`src/hdl/flash_host_defs.vh`:
```
// Constants and timing counts for the flash bus host controller.
// Summary of operation
// Device refuses array change below program lockout.
// Alterations need a two-step command sequence.
// Writes disabled while powerdown reset low.
// Lock bits gate erase and byte write.
// Read: select and enable low, strobe high.
// Power-up and wake enter read array mode.
// Output enable high floats the data lines.
// Select high gives standby, floated data lines.
// Deselect during alteration still completes it.
// Powerdown reset low starts deep power-down.
// Host holds powerdown reset low 100 ns.
// Wake resets to read array, status 80H.
// Reset low aborts a running alteration.
// Host waits wake-to-write delay before commands.
// Drive powerdown reset from system reset.
// Identifier mode returns maker, device, lock codes.
// Command write needs strobe and select low.
// Command latched on first trailing strobe edge.
// Host gives block or location address.
// Reads work at any program supply level.
// Host writes FFH to return to read array.
// Done flag low while the state machine runs.
// Host never drives enable and strobe together.
`ifndef FLASH_HOST_DEFS_VH
`define FLASH_HOST_DEFS_VH
// Clock period in picoseconds (125 MHz).
`define CLK_PERIOD_PS 8000
// Least powerdown hold in nanoseconds.
`define PD_HOLD_NS 100
// Hold in cycles, rounded up.
`define PD_HOLD_CYC ((`PD_HOLD_NS * 1000 + `CLK_PERIOD_PS - 1) / `CLK_PERIOD_PS)
// Wake-to-output delay in nanoseconds.
`define WAKE_OUT_NS 100
`define WAKE_OUT_CYC ((`WAKE_OUT_NS * 1000 + `CLK_PERIOD_PS - 1) / `CLK_PERIOD_PS)
// Wake-to-write delay in nanoseconds.
`define WAKE_WR_NS 1000
`define WAKE_WR_CYC ((`WAKE_WR_NS * 1000 + `CLK_PERIOD_PS - 1) / `CLK_PERIOD_PS)
// Timer count loaded for each bus phase (setup, strobe low, hold); each phase lasts two cycles more.
`define PHASE_CYC 4
// Read array command code.
`define CMD_READ_ARRAY 8'hff
// Status value the device holds after wake.
`define STATUS_WAKE 8'h80
`endif

```
`src/hdl/cycle_timer.v`:
```
// Down-counting delay timer used for bus phases and wake delays.
`timescale 1ns/1ps
module cycle_timer (
    input wire clock_i,
    input wire rst_i,
    input wire load_i,
    input wire [7:0] count_i,
    output wire done_o
);
    // Remaining cycles.
    reg [7:0] count_r;
    // Load takes a new count, otherwise count down to zero.
    always @(posedge clock_i) begin
        if (rst_i) begin
            count_r <= 8'h00;
        end else if (load_i) begin
            count_r <= count_i;
        end else if (count_r != 8'h00) begin
            count_r <= count_r - 8'h01;
        end
    end
    // Done when the count has run out and no new load is pending.
    assign done_o = (count_r == 8'h00) && !load_i;
endmodule

```
`src/hdl/flash_host.v`:
```
// Host controller that drives the parallel flash bus pins.
`timescale 1ns/1ps
`include "flash_host_defs.vh"
module flash_host (
    input wire clock_i,
    input wire rst_i,
    input wire req_valid_i,
    input wire req_write_i,
    input wire [20:0] req_addr_i,
    input wire [7:0] req_data_i,
    output wire req_ready_o,
    output reg rsp_valid_o,
    output reg [7:0] rsp_data_o,
    input wire pd_req_i,
    output reg awake_o,
    output reg [20:0] addr_o,
    output reg chip_sel_n_o,
    output reg out_en_n_o,
    output reg write_en_n_o,
    output reg powerdown_reset_n_o,
    input wire [7:0] data_lines_i,
    output reg [7:0] data_lines_o,
    output reg data_lines_oe_o,
    input wire done_flag_out_i,
    output reg done_flag_o
);
    // Bus sequencer states.
    localparam ST_RESET = 4'd0;
    localparam ST_WAKE = 4'd1;
    localparam ST_IDLE = 4'd2;
    localparam ST_RD_SETUP = 4'd3;
    localparam ST_RD_STROBE = 4'd4;
    localparam ST_WR_SETUP = 4'd5;
    localparam ST_WR_STROBE = 4'd6;
    localparam ST_WR_HOLD = 4'd7;
    localparam ST_PD = 4'd8;
    localparam ST_RD_HOLD = 4'd9;
    // Current state.
    reg [3:0] state_r;
    // Next state.
    reg [3:0] state_nxt;
    // Timing counts kept 32 bits wide so each load below takes the low byte on purpose.
    localparam [31:0] PD_HOLD_W = `PD_HOLD_CYC;
    // Wake-to-output wait in cycles.
    localparam [31:0] WAKE_OUT_W = `WAKE_OUT_CYC;
    // Wake-to-write wait in cycles.
    localparam [31:0] WAKE_WR_W = `WAKE_WR_CYC;
    // Timer count for each bus phase; the phase lasts two cycles more.
    localparam [31:0] PHASE_W = `PHASE_CYC;
    // Timer load strobe and count.
    reg load_r;
    reg [7:0] load_cnt_r;
    // Counts down the wake-to-write time from pin release; writes wait until it reaches zero.
    reg [7:0] wr_wait_r;
    // Timer expiry.
    wire timer_done;
    // Delay timer for phases and wake intervals.
    cycle_timer u_timer (
        .clock_i(clock_i),
        .rst_i(rst_i),
        .load_i(load_r),
        .count_i(load_cnt_r),
        .done_o(timer_done)
    );
    // Ready accepts a request only in idle; writes wait out the wake-to-write time.
    assign req_ready_o = (state_r == ST_IDLE) && !pd_req_i && (!req_write_i || wr_wait_r == 8'h00);
    // Next state selection.
    always @* begin
        state_nxt = state_r;
        case (state_r)
            // Reset holds the pin low at least the minimum time.
            ST_RESET: begin
                if (timer_done) begin
                    state_nxt = ST_WAKE;
                end
            end
            // Wait the wake-to-output delay before any read.
            ST_WAKE: begin
                if (timer_done) begin
                    state_nxt = ST_IDLE;
                end
            end
            // Idle starts a power-down, a read or a write.
            ST_IDLE: begin
                if (pd_req_i) begin
                    state_nxt = ST_PD;
                end else if (req_valid_i && req_ready_o) begin
                    state_nxt = req_write_i ? ST_WR_SETUP : ST_RD_SETUP;
                end
            end
            ST_RD_SETUP: begin
                if (timer_done) begin
                    state_nxt = ST_RD_STROBE;
                end
            end
            ST_RD_STROBE: begin
                if (timer_done) begin
                    state_nxt = ST_RD_HOLD;
                end
            end
            ST_RD_HOLD: begin
                if (timer_done) begin
                    state_nxt = ST_IDLE;
                end
            end
            ST_WR_SETUP: begin
                if (timer_done) begin
                    state_nxt = ST_WR_STROBE;
                end
            end
            ST_WR_STROBE: begin
                if (timer_done) begin
                    state_nxt = ST_WR_HOLD;
                end
            end
            ST_WR_HOLD: begin
                if (timer_done) begin
                    state_nxt = ST_IDLE;
                end
            end
            // Power-down lasts at least the minimum hold, then until released.
            ST_PD: begin
                if (timer_done && !pd_req_i) begin
                    state_nxt = ST_WAKE;
                end
            end
            default: begin
                state_nxt = ST_RESET;
            end
        endcase
    end
    // State register, timer loads and bus pin drive.
    always @(posedge clock_i) begin
        if (rst_i) begin
            // System reset also drives the flash reset pin low.
            state_r <= ST_RESET;
            load_r <= 1'b1;
            load_cnt_r <= PD_HOLD_W[7:0];
            wr_wait_r <= 8'h00;
            addr_o <= 21'h000000;
            chip_sel_n_o <= 1'b1;
            out_en_n_o <= 1'b1;
            write_en_n_o <= 1'b1;
            powerdown_reset_n_o <= 1'b0;
            data_lines_o <= 8'h00;
            data_lines_oe_o <= 1'b0;
            rsp_valid_o <= 1'b0;
            rsp_data_o <= 8'h00;
            awake_o <= 1'b0;
            done_flag_o <= 1'b1;
        end else begin
            state_r <= state_nxt;
            load_r <= 1'b0;
            rsp_valid_o <= 1'b0;
            done_flag_o <= done_flag_out_i;
            if (wr_wait_r != 8'h00) begin
                wr_wait_r <= wr_wait_r - 8'h01;
            end
            if (state_nxt != state_r) begin
                load_r <= 1'b1;
                load_cnt_r <= PHASE_W[7:0];
                case (state_nxt)
                    // Pin low begins power-down and aborts any alteration.
                    ST_PD: begin
                        load_cnt_r <= PD_HOLD_W[7:0];
                        powerdown_reset_n_o <= 1'b0;
                        chip_sel_n_o <= 1'b1;
                        awake_o <= 1'b0;
                    end
                    // Release the pin; device returns to read array mode.
                    ST_WAKE: begin
                        load_cnt_r <= WAKE_OUT_W[7:0];
                        powerdown_reset_n_o <= 1'b1;
                        wr_wait_r <= WAKE_WR_W[7:0];
                    end
                    ST_IDLE: begin
                        awake_o <= 1'b1;
                        chip_sel_n_o <= 1'b1;
                        out_en_n_o <= 1'b1;
                        write_en_n_o <= 1'b1;
                        data_lines_oe_o <= 1'b0;
                    end
                    // Address set up, select asserted, strobes high.
                    ST_RD_SETUP: begin
                        addr_o <= req_addr_i;
                        chip_sel_n_o <= 1'b0;
                    end
                    // Output enable low with write strobe held high.
                    ST_RD_STROBE: begin
                        out_en_n_o <= 1'b0;
                    end
                    // Sample data, then release enable before anything else.
                    ST_RD_HOLD: begin
                        rsp_data_o <= data_lines_i;
                        rsp_valid_o <= 1'b1;
                        out_en_n_o <= 1'b1;
                    end
                    // Drive address and data with output enable high.
                    ST_WR_SETUP: begin
                        addr_o <= req_addr_i;
                        data_lines_o <= req_data_i;
                        data_lines_oe_o <= 1'b1;
                        out_en_n_o <= 1'b1;
                        chip_sel_n_o <= 1'b0;
                    end
                    // Write strobe low with select low opens the command cycle.
                    ST_WR_STROBE: begin
                        write_en_n_o <= 1'b0;
                    end
                    // Strobe rises first; address and data stay stable past it.
                    ST_WR_HOLD: begin
                        write_en_n_o <= 1'b1;
                    end
                    default: begin
                        load_cnt_r <= PHASE_W[7:0];
                    end
                endcase
            end
        end
    end
endmodule

```
`config.mk`:
```
export PLATFORM = sky130hd
export DESIGN_NAME = flash_host
export DESIGN_NICKNAME = d
export VERILOG_FILES = /design/src/hdl/cycle_timer.v /design/src/hdl/flash_host.v
export VERILOG_INCLUDE_DIRS = /design/src /design/src/hdl
export SDC_FILE = /design/constraint.sdc
export NUM_CORES = 1
export LEC_CHECK = 0
export BUFFER_PORTS_ARGS = -buffer_cell sky130_fd_sc_hd__buf_2
export CAP_MARGIN = 25
export CORE_UTILIZATION = 46
export DETAILED_ROUTE_END_ITERATION = 8
export PLACE_DENSITY = 0.87
export SETUP_SLACK_MARGIN = 0.02
export SLEW_MARGIN = 20
export SYNTH_ARGS = -nofsm -noshare
export SYNTH_HDL_FRONTEND = slang
export SYNTH_SLANG_ARGS = --single-unit
export TNS_END_PERCENT = 1
```
`constraint.sdc`:
```
create_clock -name clock_i -period 3.07 [get_ports clock_i]
set_clock_uncertainty 0.2 [all_clocks]
set_input_delay 0.307 -clock clock_i [delete_from_list [all_inputs] [get_ports clock_i]]
set_output_delay 0.307 -clock clock_i [all_outputs]
set_load 0.03 [all_outputs]
```
==> flow_summary_export.csv <==
group,metric,value,unit
status,outcome,"completed",
yosys,ys_types,49,
cts,h-tree-depth,3,
setup_path,timing.critical_path.required,3.10,ns
layout,final_util,66.5,%
routing,detailedRoute.firstPassIterationCount,5,
run,max-cap-violations,0,
yosys,synth_top_family_by_area,"simple AND/OR/NAND/NOR gates",
sta,timing.fmax,0.340,GHz
power_and_ir_drop,highest_ir_drop_seen_on_vdd,0.000443,V
sta,finalCritPeriodShare,95.9,%
global_route,antenna_found_initial,0,
setup_path,crit_family,"simple AND/OR/NAND/NOR gates",
layout,number_of_filler_cells_placed_in_the_layout,437,
cts,cts_made_buffers,9,
place,hpwlAfterDp,5160,µm
setup_path,arrival,2.98,ns
yosys,xor_and_xnor_fraction_of_the_mapped_netlist_area,2.41,%
global_route,grt-ovfl-total,0,
floorplanning,rows,28,
routing,initialDrtViolationCount,302,
layout,finalNetCount,530,
layout,antennaDiodeCount,0,
layout,area_growth_syn_to_layout,37.3,%
sta,timing_max_transition_violations_final,0,
setup_path,timing.critical_path.cells,"inv_1 > ha_1 > or4b_1 > or2_4 > or4_4 > and3_4 > and3_4 > or4_4",
setup_path,worst_path_buffer_plus_inverter_count,1,
cts,cts_tree,"yes",
cts,skew_pair_late_insertion_delay,0.35,ns
floorplanning,design.core.area,5990,µm²
sta,timing.final.setup_violations,0,
min_path,min-delay-start,"data_lines_i[1]",
setup_path,timing_worst_setup_path_type,"register to register",
sta,worst_slew_pin_slew,0.825,ns
sta,timing.final.hold_violations,0,
sta,fin_tns_setup,0,ns
floorplanning,dieArea,6630,µm²
sta,max_slew_margin,45.0,%
yosys,yosys_warnings,0,
routing,drt-wirelength-per-cell,15.8,µm
place,gp_congestion,0.890,
sta,unrepaired_setup_endpoints_after_global_routing,"false",
yosys,postSynthRegisterBits,67,
power_and_ir_drop,total_leakage_power,1.69,nW
setup_path,crit-reg2reg-launch,"u_timer.count_r[0]",
min_path,worst_hold_class,"input pin to register",
cts,max-clock-path-buffers,2,
setup_path,r2r_setup_slack,0.12,ns
sta,timing.final.crit_period,2.95,ns
yosys,synth-simple-area-share,28.8,%
yosys,syn_area,2900,µm²
place,io_buffer_count,88,
yosys,asyncSetResetFlopFracSynth,0,%
global_route,grtUsageTotal,28.0,%
floorplanning,initial_core_util,48.5,%
floorplanning,die_h,81.4,µm
routing,drt_drc_violations_left,0,
setup_path,worst-path-max-fanout,5,
floorplanning,boundaryPins,89,
yosys,synth_sequential_area_ratio,46.2,%
yosys,syn-num-nets,411,
yosys,cells_after_synthesis,365,
yosys,ys_dominant_reg_cell,"sky130_fd_sc_hd__dfxtp_1",
power_and_ir_drop,power-per-cell-area,725,nW/µm²
min_path,worstHoldEndpoint,"rsp_data_o[1]",
yosys,muxShareOfSynthArea,1.47,%
setup_path,slowest_delay,0.47,ns
setup_path,r2r-end,"out_en_n_o",
min_path,hold_depth,3,
yosys,synth_enable_flop_cells,0,
setup_path,element_type_at_the_critical_path_end,"register",
global_route,wire_length_of_the_first_global_routing_pass,13800,µm
yosys,synth_compound_gate_area_share,15.6,%
routing,routed_via_density,5.62,
cts,clock_pin_slew_of_the_registers_on_the_worst_case_setup_and_hold_paths,0.08,ns
routing,routed_wl,8910,µm
cts,clock-sinks,67,
setup_path,critical-path-slowest-cell,"sky130_fd_sc_hd__or4b_1",
yosys,synth_adder_area_share,1.29,%
global_route,vias_in_the_first_global_route,2991,
setup_path,worstRegToRegCells,8,
layout,proportion_of_layout_cells_with_a_drive_suffix_above_1,25.2,%
global_route,grt_max_degree,45,
yosys,avg_cell_area_syn,7.95,µm²
routing,postRouteAntennaNets,0,
cts,cts_root_buf,"sky130_fd_sc_hd__clkbuf_8",
routing,vias,3169,
setup_path,setup.worst_path.start_class,"register",
floorplanning,die_w,81.4,µm
-- worst max path at each step --
stage / startpoint / to / slack, ns / depth (start not counted)
3_5_place_dp: u_timer.count_r[0] / out_en_n_o / 0.14 / 8
6_report: u_timer.count_r[0] / out_en_n_o / 0.12 / 8
5_1_grt: u_timer.count_r[0] / out_en_n_o / 0.05 / 8
4_1_cts: u_timer.count_r[1] / out_en_n_o / 0.13 / 8
2_1_floorplan: u_timer.count_r[0] / out_en_n_o / 0.12 / 9
3_3_place_gp: u_timer.count_r[0] / out_en_n_o / 0.19 / 8
-- routing by layer --
metal	vias to the layer above	track usage (%)	wire [µm]
li1	1496	-	-
met1	1434	32.2	3450
met2	196	46.8	4420
met3	43	8.11	726
met4	0	15.0	309
met5	-	0	0
-- sequential cells by signal, indices dropped and copies added (netlist names), 4 cells and up --
| register | cells |
|---|---|
| data_lines_o | 8 |
| wr_wait_r | 8 |
| u_timer.count_r | 8 |
| state_r | 4 |
| rsp_data_o | 8 |
| addr_o | 21 |
-- timing repair --
action | CTS | global route
endpoints found under the hold margin | 30 | 1
resized for setup | 0 | 0
hold buffers | 30 | 1
setup buffers | 0 | 1
setup endpoints to repair | 0 | 10
-- cells by family (layout without fill, tap and decap cells) --
kind of cell | after synthesis | in the layout
flip-flops | 67 | 67
AND/OR/NAND/NOR | 174 | 174
AO/OA/AOI/OAI | 79 | 79
adder cells (fa/ha/maj) | 3 | 3
buffers and inverters | 30 | 154
XOR/XNOR | 8 | 8
multiplexers | 4 | 4
-- report_power, final --
group,total [mW],internal (mW),switching [mW]
clock network,0.919,0.563,0.355
logic,0.884,0.399,0.486
registers,1.09,0.973,0.115
total,2.89,1.94,0.957
-- cells in the final DEF, fill, tap and decap left out, types with 6 or more instances in the layout --
master / count
sky130_fd_sc_hd__nand2_1: 94
sky130_fd_sc_hd__buf_2: 88
sky130_fd_sc_hd__dfxtp_1: 67
sky130_fd_sc_hd__a21oi_1: 54
sky130_fd_sc_hd__dlygate4sd3_1: 31
sky130_fd_sc_hd__nor2_1: 19
sky130_fd_sc_hd__nor3_1: 13
sky130_fd_sc_hd__inv_1: 10
sky130_fd_sc_hd__clkbuf_8: 10
sky130_fd_sc_hd__buf_4: 9
sky130_fd_sc_hd__nor4_1: 6
-- Yosys cell counts, drive strengths merged, types with 2 or more instances --
cell type / number / share of area, %
or4: 5 / 1.7
a211oi: 3 / 0.78
ha: 3 / 1.3
nor2: 19 / 2.5
xnor2: 5 / 1.5
mux2: 2 / 0.78
and2: 5 / 1.1
a211o: 2 / 0.60
nor3: 13 / 2.2
and3b: 2 / 0.60
nor4b: 2 / 0.60
xor2: 3 / 0.91
or2: 2 / 0.52
nand2b: 3 / 0.65
nand2: 94 / 12
mux2i: 2 / 0.69
nand3: 5 / 0.86
a21oi: 54 / 9.3
o21ai: 5 / 0.86
nor4: 6 / 1.3
or3: 3 / 0.65
and3: 4 / 1.2
clkbuf: 19 / 2.5
nor2b: 2 / 0.43
a21boi: 2 / 0.52
a41oi: 2 / 0.60
nand4: 2 / 0.43
nand3b: 2 / 0.52
nor3b: 2 / 0.52
o211ai: 2 / 0.52
inv: 10 / 1.3
dfxtp: 67 / 46
-- worst reg2reg max path, stage by stage (launching register included) --
cell                      delay (ns)
sky130_fd_sc_hd__dfxtp_1        0.35
sky130_fd_sc_hd__inv_1          0.09
sky130_fd_sc_hd__ha_1           0.19
sky130_fd_sc_hd__or4b_1         0.47
sky130_fd_sc_hd__or2_4          0.26
sky130_fd_sc_hd__or4_4          0.42
sky130_fd_sc_hd__and3_4         0.21
sky130_fd_sc_hd__and3_4         0.19
sky130_fd_sc_hd__or4_4          0.46
-- area by class of cell --
class | instances | area (µm²) | share of cell area (%)
sequential | 67 | 1340 | 33.6
inverter | 10 | 37.5 | 0.942
clock inverter | 6 | 111 | 2.79
clock buffer | 10 | 138 | 3.45
tap | 75 | 93.8 | 2.35
multi-input combinational | 268 | 1450 | 36.3
timing repair buffer | 128 | 818 | 20.5
-- stage by stage --
| step | instance area [µm²] | hold WS [ns] | power (mW) | setup slack [ns] | instances |
|---|---|---|---|---|---|
| floorplan | 2900 | 0.211 | 1.69 | 0.118 | 365 |
| detailed placement | 3420 | 0.245 | 1.91 | 0.139 | 516 |
| global route | 3990 | 0.0160 | 3.04 | 0.0477 | 564 |
| finish | 3990 | 0.0130 | 2.89 | 0.125 | 564 |
| CTS | 3970 | 0.00121 | 2.85 | 0.130 | 562 |
| global placement | 3420 | 0.237 | 1.88 | 0.192 | 516 |
Note: power is estimated with default switching activity, not from simulation.
